==> config.mk <==
export PLATFORM = sky130hd
export DESIGN_NAME = cts_trigger_strobe
export DESIGN_NICKNAME = d
export VERILOG_FILES = /design/src/cts_pkg.sv /design/src/cts_trigger_strobe.sv
export SDC_FILE = /design/constraint.sdc
export NUM_CORES = 1
export LEC_CHECK = 0
export BUFFER_PORTS_ARGS = -buffer_cell sky130_fd_sc_hd__buf_2
export CAP_MARGIN = 20
export CORE_MARGIN = 2
export CORE_UTILIZATION = 55
export CTS_CLUSTER_SIZE = 10
export DETAILED_ROUTE_END_ITERATION = 7
export PLACE_DENSITY_LB_ADDON = 0.25
export SYNTH_ARGS = -nofsm -noshare
export SYNTH_HDL_FRONTEND = slang
export SYNTH_SLANG_ARGS = --single-unit
==> constraint.sdc <==
create_clock -name aclk -period 4.7 [get_ports aclk]
set_input_delay 0.235 -clock aclk [delete_from_list [all_inputs] [get_ports aclk]]
set_output_delay 0.235 -clock aclk [all_outputs]
set_load 0.005 [all_outputs]
==> src/cts_pkg.sv <==
// Constants for camera trigger and strobe port control
package cts_pkg;
  // Register byte offsets
  localparam logic [7:0] CTRL_OFS   = 8'h00;
  localparam logic [7:0] TDLY_OFS   = 8'h04;
  localparam logic [7:0] TWID_OFS   = 8'h08;
  localparam logic [7:0] SDLY_OFS   = 8'h0c;
  localparam logic [7:0] SWID_OFS   = 8'h10;
  localparam logic [7:0] STAT_OFS   = 8'h14;
  // Control field positions
  localparam int TRIG_INV_BIT = 0;
  localparam int OUT_SEL_BIT  = 1;
  localparam int OUT_INV_BIT  = 2;
  // Status field positions
  localparam int MON_TRIG_BIT = 0;
  localparam int MON_OUT_BIT  = 1;
  localparam int READY_BIT    = 2;
  // Field widths and upper limits in microseconds
  localparam int TDLY_W   = 20;
  localparam int TWID_W   = 15;
  localparam int STRB_W   = 12;
  localparam int TDLY_MAX = 1000000;
  localparam int TWID_MAX = 20000;
  localparam int STRB_MAX = 4095;
  // Reset values
  localparam logic [31:0] REG_RST = 32'h0000_0000;
  // Timing: one microsecond tick from the 10 ns clock
  localparam int CLK_NS   = 10;
  localparam int TICK_NS  = 1000;
  localparam int TICK_CYC = TICK_NS / CLK_NS;
  // Bus responses
  localparam logic [1:0] RESP_OK  = 2'h0;
  localparam logic [1:0] RESP_ERR = 2'h2;
  // Sequencer states
  typedef enum logic [2:0] {
    ST_IDLE,
    ST_QUAL,
    ST_TDLY,
    ST_SDLY,
    ST_SON
  } cts_state_e;
endpackage

==> src/cts_trigger_strobe.sv <==
// Trigger conditioning, shutter release and output port control
// Notes on behaviour
// Trigger invert selects off or on as active
// Wait programmed delay before shutter release
// Trigger needs programmed minimum active width
// Ready selection: output active while idle
// Strobe selection: pulse per exposure
// Output invert turns photocoupler off when active
// Strobe delay and width apply only in strobe
// Monitor bit shows trigger input state
// Monitor bit shows output port state
// One microsecond tick times all delays
//
// Decided for this implementation: register access over AXI4-Lite and the placing of the registers.
`timescale 1ns/10ps
module cts_trigger_strobe (
  input  wire logic        aclk,
  input  wire logic        aresetn,
  input  wire logic [7:0]  s_axi_awaddr,
  input  wire logic        s_axi_awvalid,
  output logic             s_axi_awready,
  input  wire logic [31:0] s_axi_wdata,
  input  wire logic [3:0]  s_axi_wstrb,
  input  wire logic        s_axi_wvalid,
  output logic             s_axi_wready,
  output logic [1:0]       s_axi_bresp,
  output logic             s_axi_bvalid,
  input  wire logic        s_axi_bready,
  input  wire logic [7:0]  s_axi_araddr,
  input  wire logic        s_axi_arvalid,
  output logic             s_axi_arready,
  output logic [31:0]      s_axi_rdata,
  output logic [1:0]       s_axi_rresp,
  output logic             s_axi_rvalid,
  input  wire logic        s_axi_rready,
  input  wire logic        trigger_input_port,
  output logic             shutter_release,
  output logic             out_port
);

  logic [2:0]              ctrl_ff;
  logic [cts_pkg::TDLY_W-1:0] tdly_ff;
  logic [cts_pkg::TWID_W-1:0] twid_ff;
  logic [cts_pkg::STRB_W-1:0] sdly_ff;
  logic [cts_pkg::STRB_W-1:0] swid_ff;
  logic [7:0]              awaddr_ff;
  logic [31:0]             wdata_ff;
  logic [3:0]              wstrb_ff;
  logic                    do_wr;
  logic [31:0]             wmask;
  logic [6:0]              div_ff;
  logic                    tick_ff;
  logic                    div_clr;
  logic [6:0]              gap_ff;
  logic                    tick_ok_ff;
  logic [2:0]              sync_ff;
  logic                    trig_on_ff;
  logic                    act_prev_ff;
  logic                    trig_act;
  logic [19:0]             cnt_ff;
  logic [19:0]             limit;
  logic                    limit_hit;
  cts_pkg::cts_state_e     st_ff;
  cts_pkg::cts_state_e     nxt_st;
  logic                    nxt_out;

  assign do_wr = !s_axi_awready && !s_axi_wready && !s_axi_bvalid;
  assign wmask = {{8{wstrb_ff[3]}}, {8{wstrb_ff[2]}},
                  {8{wstrb_ff[1]}}, {8{wstrb_ff[0]}}};

  // Write address and data capture, response
  always_ff @(posedge aclk) begin
    if (!aresetn) begin
      s_axi_awready <= 1'b1;
      s_axi_wready  <= 1'b1;
      s_axi_bvalid  <= 1'b0;
      s_axi_bresp   <= cts_pkg::RESP_OK;
      awaddr_ff     <= 8'h00;
      wdata_ff      <= 32'h0000_0000;
      wstrb_ff      <= 4'h0;
    end else begin
      if (s_axi_awvalid && s_axi_awready) begin
        s_axi_awready <= 1'b0;
        awaddr_ff     <= s_axi_awaddr;
      end
      if (s_axi_wvalid && s_axi_wready) begin
        s_axi_wready <= 1'b0;
        wdata_ff     <= s_axi_wdata;
        wstrb_ff     <= s_axi_wstrb;
      end
      if (do_wr) begin
        s_axi_bvalid <= 1'b1;
        s_axi_bresp  <= (awaddr_ff <= cts_pkg::SWID_OFS &&
                         awaddr_ff[1:0] == 2'h0) ?
                        cts_pkg::RESP_OK : cts_pkg::RESP_ERR;
      end
      if (s_axi_bvalid && s_axi_bready) begin
        s_axi_bvalid  <= 1'b0;
        s_axi_awready <= 1'b1;
        s_axi_wready  <= 1'b1;
      end
    end
  end

  // Setting registers with byte lane merge
  always_ff @(posedge aclk) begin
    if (!aresetn) begin
      ctrl_ff <= cts_pkg::REG_RST[2:0];
      tdly_ff <= cts_pkg::REG_RST[cts_pkg::TDLY_W-1:0];
      twid_ff <= cts_pkg::REG_RST[cts_pkg::TWID_W-1:0];
      sdly_ff <= cts_pkg::REG_RST[cts_pkg::STRB_W-1:0];
      swid_ff <= cts_pkg::REG_RST[cts_pkg::STRB_W-1:0];
    end else if (do_wr) begin
      case (awaddr_ff)
        cts_pkg::CTRL_OFS:
          ctrl_ff <= (ctrl_ff & ~wmask[2:0]) | (wdata_ff[2:0] & wmask[2:0]);
        cts_pkg::TDLY_OFS:
          tdly_ff <= (tdly_ff & ~wmask[19:0]) |
                     (wdata_ff[19:0] & wmask[19:0]);
        cts_pkg::TWID_OFS:
          twid_ff <= (twid_ff & ~wmask[14:0]) |
                     (wdata_ff[14:0] & wmask[14:0]);
        cts_pkg::SDLY_OFS:
          sdly_ff <= (sdly_ff & ~wmask[11:0]) |
                     (wdata_ff[11:0] & wmask[11:0]);
        cts_pkg::SWID_OFS:
          swid_ff <= (swid_ff & ~wmask[11:0]) |
                     (wdata_ff[11:0] & wmask[11:0]);
        default: ;
      endcase
    end
  end

  // Read channel, status shows live port states
  always_ff @(posedge aclk) begin
    if (!aresetn) begin
      s_axi_arready <= 1'b1;
      s_axi_rvalid  <= 1'b0;
      s_axi_rdata   <= 32'h0000_0000;
      s_axi_rresp   <= cts_pkg::RESP_OK;
    end else if (s_axi_arvalid && s_axi_arready) begin
      s_axi_arready <= 1'b0;
      s_axi_rvalid  <= 1'b1;
      s_axi_rresp   <= cts_pkg::RESP_OK;
      s_axi_rdata   <= 32'h0000_0000;
      case (s_axi_araddr)
        cts_pkg::CTRL_OFS: s_axi_rdata[2:0] <= ctrl_ff;
        cts_pkg::TDLY_OFS: s_axi_rdata[19:0] <= tdly_ff;
        cts_pkg::TWID_OFS: s_axi_rdata[14:0] <= twid_ff;
        cts_pkg::SDLY_OFS: s_axi_rdata[11:0] <= sdly_ff;
        cts_pkg::SWID_OFS: s_axi_rdata[11:0] <= swid_ff;
        cts_pkg::STAT_OFS: s_axi_rdata[2:0] <=
          {st_ff == cts_pkg::ST_IDLE, out_port, trig_on_ff};
        default: s_axi_rresp <= cts_pkg::RESP_ERR;
      endcase
    end else if (s_axi_rvalid && s_axi_rready) begin
      s_axi_rvalid  <= 1'b0;
      s_axi_arready <= 1'b1;
    end
  end

  // Restart the divider as qualifying starts, so the width check in ST_QUAL
  // counts whole microseconds and a short pulse is never let through
  assign div_clr = st_ff == cts_pkg::ST_IDLE && nxt_st == cts_pkg::ST_QUAL;

  // Microsecond tick divider
  always_ff @(posedge aclk) begin
    if (!aresetn) begin
      div_ff  <= 7'h00;
      tick_ff <= 1'b0;
    end else if (div_clr) begin
      div_ff  <= 7'h00;
      tick_ff <= 1'b0;
    end else if (div_ff == 7'(cts_pkg::TICK_CYC - 1)) begin
      div_ff  <= 7'h00;
      tick_ff <= 1'b1;
    end else begin
      div_ff  <= div_ff + 7'h01;
      tick_ff <= 1'b0;
    end
  end

  // Tick spacing watch; a restart marks the next period as partial
  always_ff @(posedge aclk) begin
    if (!aresetn) begin
      gap_ff     <= 7'h00;
      tick_ok_ff <= 1'b0;
    end else if (tick_ff || div_clr) begin
      gap_ff     <= 7'h00;
      tick_ok_ff <= !div_clr;
    end else begin
      gap_ff <= gap_ff + 7'h01;
    end
  end

  // Pin synchroniser, level taken when stages two and three agree
  always_ff @(posedge aclk) begin
    if (!aresetn) begin
      sync_ff    <= 3'h0;
      trig_on_ff <= 1'b0;
    end else begin
      sync_ff <= {sync_ff[1:0], trigger_input_port};
      if (sync_ff[1] == sync_ff[2]) begin
        trig_on_ff <= sync_ff[2];
      end
    end
  end

  // Active level per trigger polarity
  assign trig_act = trig_on_ff ^ ctrl_ff[cts_pkg::TRIG_INV_BIT];

  always_ff @(posedge aclk) begin
    if (!aresetn) begin
      act_prev_ff <= 1'b0;
    end else begin
      act_prev_ff <= trig_act;
    end
  end

  // Limit for the present timed state
  always_comb begin
    case (st_ff)
      cts_pkg::ST_QUAL: limit = 20'(twid_ff);
      cts_pkg::ST_TDLY: limit = tdly_ff;
      cts_pkg::ST_SDLY: limit = 20'(sdly_ff);
      cts_pkg::ST_SON:  limit = 20'(swid_ff);
      default:          limit = 20'h00000;
    endcase
  end
  // Hit on the tick that completes the last microsecond; zero at once
  assign limit_hit = limit == 20'h00000 ||
                     (tick_ff && cnt_ff + 20'h00001 >= limit);

  // Sequencer next state
  always_comb begin
    nxt_st = st_ff;
    case (st_ff)
      cts_pkg::ST_IDLE:
        if (trig_act && !act_prev_ff) begin
          nxt_st = cts_pkg::ST_QUAL;
        end
      cts_pkg::ST_QUAL:
        if (!trig_act) begin
          nxt_st = cts_pkg::ST_IDLE;
        end else if (limit_hit) begin
          nxt_st = cts_pkg::ST_TDLY;
        end
      cts_pkg::ST_TDLY:
        if (limit_hit) begin
          nxt_st = ctrl_ff[cts_pkg::OUT_SEL_BIT] ?
                   cts_pkg::ST_SDLY : cts_pkg::ST_IDLE;
        end
      cts_pkg::ST_SDLY:
        if (limit_hit) begin
          nxt_st = cts_pkg::ST_SON;
        end
      cts_pkg::ST_SON:
        if (limit_hit) begin
          nxt_st = cts_pkg::ST_IDLE;
        end
      default: nxt_st = cts_pkg::ST_IDLE;
    endcase
  end

  // State, microsecond counter and shutter pulse
  always_ff @(posedge aclk) begin
    if (!aresetn) begin
      st_ff           <= cts_pkg::ST_IDLE;
      cnt_ff          <= 20'h00000;
      shutter_release <= 1'b0;
    end else begin
      st_ff           <= nxt_st;
      shutter_release <= st_ff == cts_pkg::ST_TDLY && limit_hit;
      if (nxt_st != st_ff) begin
        cnt_ff <= 20'h00000;
      end else if (tick_ff) begin
        cnt_ff <= cnt_ff + 20'h00001;
      end
    end
  end

  // Output port: ready or strobe, then polarity; 1 means coupler on
  always_comb begin
    if (ctrl_ff[cts_pkg::OUT_SEL_BIT]) begin
      nxt_out = st_ff == cts_pkg::ST_SON;
    end else begin
      nxt_out = st_ff == cts_pkg::ST_IDLE;
    end
  end

  always_ff @(posedge aclk) begin
    if (!aresetn) begin
      out_port <= 1'b0;
    end else begin
      out_port <= nxt_out ^ ctrl_ff[cts_pkg::OUT_INV_BIT];
    end
  end
endmodule

==> impl_metrics.csv <==
group,metric,value,unit
logic_synthesis,synth.distinct_cells,55,
worst_hold_path,min_from,"trigger_input_port",
floorplan,die_w,124.6,um
sta,min_period,3.891,ns
worst_setup_path,slowest_delay,0.80,ns
sta,worst_slew_pin_slew,0.9820,ns
floorplan,start_util,55.71,%
routing,routed_wl,19.01,mm
routing,first_pass_iters,7,
logic_synthesis,yosys_warnings,0,
sta,fmax,0.2570,GHz
routing,antenna_left,0,
floorplan,placement_rows,44,
sta,rsz0062_at_grt,"false",
floorplan,die-area,0.01554,sq mm
worst_hold_path,hold_class,"input port to flip-flop",
worst_setup_path,r2r-end,"cnt_ff[1]",
routing,top_layer_used,"met4",
final_layout,syn_to_final_growth,14.11,%
routing,vias,6444,
logic_synthesis,ys.flop_type,"dfxtp_1",
worst_setup_path,arrival,4.25,ns
cts,postCtsSetupBuffers,0,
worst_hold_path,min_path_cells,2,
global_routing,grt_pass1_vias,5997,
global_routing,antenna_found_initial,0,
floorplan,coreArea,0.01437,sq mm
worst_setup_path,critical_path.top_delay_family,"compound AO/OA/AOI/OAI gates",
logic_synthesis,async_flop_share,0,%
global_routing,grt-ovfl-total,0,
sta,hold_viol,0,
floorplan,die_h,124.6,um
global_routing,grt_max_degree,68,
cts,clk_latency,0.43,ns
worst_setup_path,cp-end-kind,"flip-flop",
routing,vias_per_cell,5.613,
cts,numCtsBuffers,17,
global_routing,grt_pass1_wl,31.13,mm
cts,cts.clk_slew.worst_paths,0.07,ns
routing,routedWlPerCell,16.56,um
flow_run,drv_cap,0,
worst_setup_path,required,5.06,ns
worst_hold_path,min_to,"sync_ff[0]",
sta,hold_ws,0.006629,ns
worst_setup_path,r2r_start,"st_ff[0]",
global_routing,gr-usage-all-layers,24.90,%
worst_setup_path,cp_slowest_cell,"dfxtp_1",
final_layout,diodes,0,
cts,cts-resized-gates,0,
cts,htree_num_levels,4,
place,gp_congestion,0.8988,
logic_synthesis,synth_area_per_cell,8.914,sq um
routing,wl_met2,9.081,mm
worst_setup_path,reg2reg_slack,0.81,ns
worst_setup_path,crit_type,"flip-flop to flip-flop",
floorplan,io_pins,103,
routing,drc,0,
sta,finalMaxSlewViolations,0,
worst_setup_path,worstPathCellList,"mux2_2 > a221oi_1 > nor2_1 > ha_1 > nand2b_1 > a2111oi_0 > a2111oi_0 > o41a_1 > a211oi_2 > buf_4 > o211ai_1 > buf_4 > a21oi_1",
routing,drtIter0Drc,568,
final_layout,final_core_utilization,63.58,%
worst_setup_path,cp_num_buf_inv,2,
cts,cts_tree,"done",
sta,skew,0.008866,ns
power_and_ir_drop,p_per_area,341.5,mW/mm^2
cts,clockBufferDepth,2,
routing,wl_met3,1.088,mm
sta,finalSetupViolCount,0,
final_layout,fin_nets,1033,
status,outcome,"completed",
logic_synthesis,synth_edf_count,0,
sta,fin_crit_sh,82.78,%
worst_setup_path,crit_fanout,20,
final_layout,fill_cells,1205,
logic_synthesis,yosys_register_bits,158,
power_and_ir_drop,p_leak,3.756,nW
worst_setup_path,cp-start-kind,"flip-flop",
final_layout,multi_input_area,0.004523,sq mm
sta,slew_headroom,34.53,%
logic_synthesis,synthCells,898,
place,dp_hpwl,12.70,mm
place,numPortBuffers,75,
final_layout,seq_area,0.003163,sq mm
logic_synthesis,yosysSeqAreaShare,39.51,%
logic_synthesis,syn_area,0.008005,sq mm
power_and_ir_drop,ir_worst_vdd,0.2353,mV
cts,numClockSinks,158,
final_layout,drive_gt1_share,16.39,%
sta,fin_tns_setup,0,ns
cts,cts_root_buffer,"clkbuf_16",
cts,hold_buffers,1,
routing,m1WireLength,8.513,mm
worst_setup_path,ff2ff_path_depth,13,
-- cells in the mapped netlist, types with 4 or more instances --
cell | n | area (sq um)
xnor2_1 | 23 | 201.4
nor3_1 | 6 | 30.03
a221oi_1 | 4 | 35.03
buf_1 | 4 | 15.01
and3_1 | 7 | 43.79
a211oi_1 | 5 | 37.54
nand3b_1 | 4 | 30.03
buf_4 | 14 | 105.1
nand2_1 | 114 | 427.9
buf_2 | 11 | 55.05
clkbuf_1 | 41 | 153.9
nand3_1 | 33 | 165.2
a22oi_1 | 13 | 97.59
nand2b_1 | 4 | 25.02
inv_1 | 9 | 33.78
a21boi_1 | 4 | 30.03
nor2_1 | 36 | 135.1
nor4_1 | 4 | 25.02
nor4bb_1 | 10 | 100.1
mux2i_1 | 65 | 650.6
o21ai_0 | 22 | 110.1
nand4_1 | 13 | 81.33
dfxtp_1 | 158 | 3163
ha_1 | 22 | 275.3
nor2b_1 | 77 | 481.7
xor2_1 | 23 | 201.4
mux2_2 | 24 | 270.3
a21boi_0 | 40 | 300.3
a21oi_1 | 48 | 240.2
a31oi_1 | 7 | 43.79
a21o_1 | 7 | 52.55
and2_1 | 11 | 68.82
a222oi_1 | 4 | 40.04
-- report_power, final --
part           total (W)  switching [W]  internal (W)
registers        0.00139      0.0000279       0.00137
clock network    0.00158       0.000575       0.00101
logic           0.000142      0.0000818     0.0000602
total            0.00312       0.000685       0.00243
-- worst reg2reg max path, delay by kind of cell, from the launching register on --
family	cells	cell delay [ns]
fa+ha+maj	1	0.27
buf+inv	2	0.42
simple gates	2	0.24
mux	1	0.41
flops	1	0.80
compound gates	7	1.68
-- per-layer routing --
metal	vias up	GRT usage (%)
li1	3217	-
met1	3005	33.35
met2	195	40.37
met3	27	4.639
met4	0	8.790
met5	-	0
-- worst max path at each step --
| stage | slack (ns) | start | endpoint | cells after the start |
|---|---|---|---|---|
| final | 0.81 | st_ff[0] | cnt_ff[1] | 13 |
| after global routing | 0.51 | st_ff[0] | cnt_ff[8] | 13 |
| after CTS | 0.85 | st_ff[0] | cnt_ff[6] | 13 |
| after detailed placement | 0.92 | st_ff[0] | cnt_ff[18] | 13 |
| after global placement | 0.90 | st_ff[0] | cnt_ff[19] | 13 |
| after floorplan | 1.27 | cnt_ff[0] | st_ff[0] | 16 |
-- cell type report --
cell class              instances  area share, %
repair buffers                 92          5.533
flip-flops and latches        158          34.63
clock inverters                11          2.178
well taps                     184          2.520
inverters                       9         0.3698
clock buffers                  21          5.260
multi-input cells             673          49.51
-- logic make-up after synthesis --
kind of cell / after synthesis / synth area share (%)
other: 1 / 0.04684
AOI/OAI and AO/OA: 165 / 13.52
and+or+nand+nor: 337 / 22.27
DFF: 158 / 39.51
xor gates and xnor gates: 46 / 5.033
buffers and inverters: 80 / 4.673
adders and majority gates: 22 / 3.439
muxes: 89 / 11.50
-- layout by cell type (no fill, tap or decap), types with 23 or more instances in the layout --
cell,instances
a21boi_0,40
a21oi_1,48
buf_2,75
dfxtp_1,158
mux2_2,24
mux2i_1,65
nand2_1,114
nand3_1,33
nor2_1,36
nor2b_1,77
xnor2_1,23
xor2_1,23
-- stage by stage --
stage | instances | power, W | setup slack (ns) | area (sq um)
after floorplan | 911 | 0.001518 | 1.272 | 8054
after detailed placement | 1115 | 0.001565 | 0.9218 | 8446
after global routing | 1148 | 0.003211 | 0.5096 | 9135
after global placement | 1115 | 0.001564 | 0.8951 | 8446
final | 1148 | 0.003120 | 0.8092 | 9135
after CTS | 1148 | 0.003130 | 0.8488 | 9135
Power figures use the tool's default switching activity.
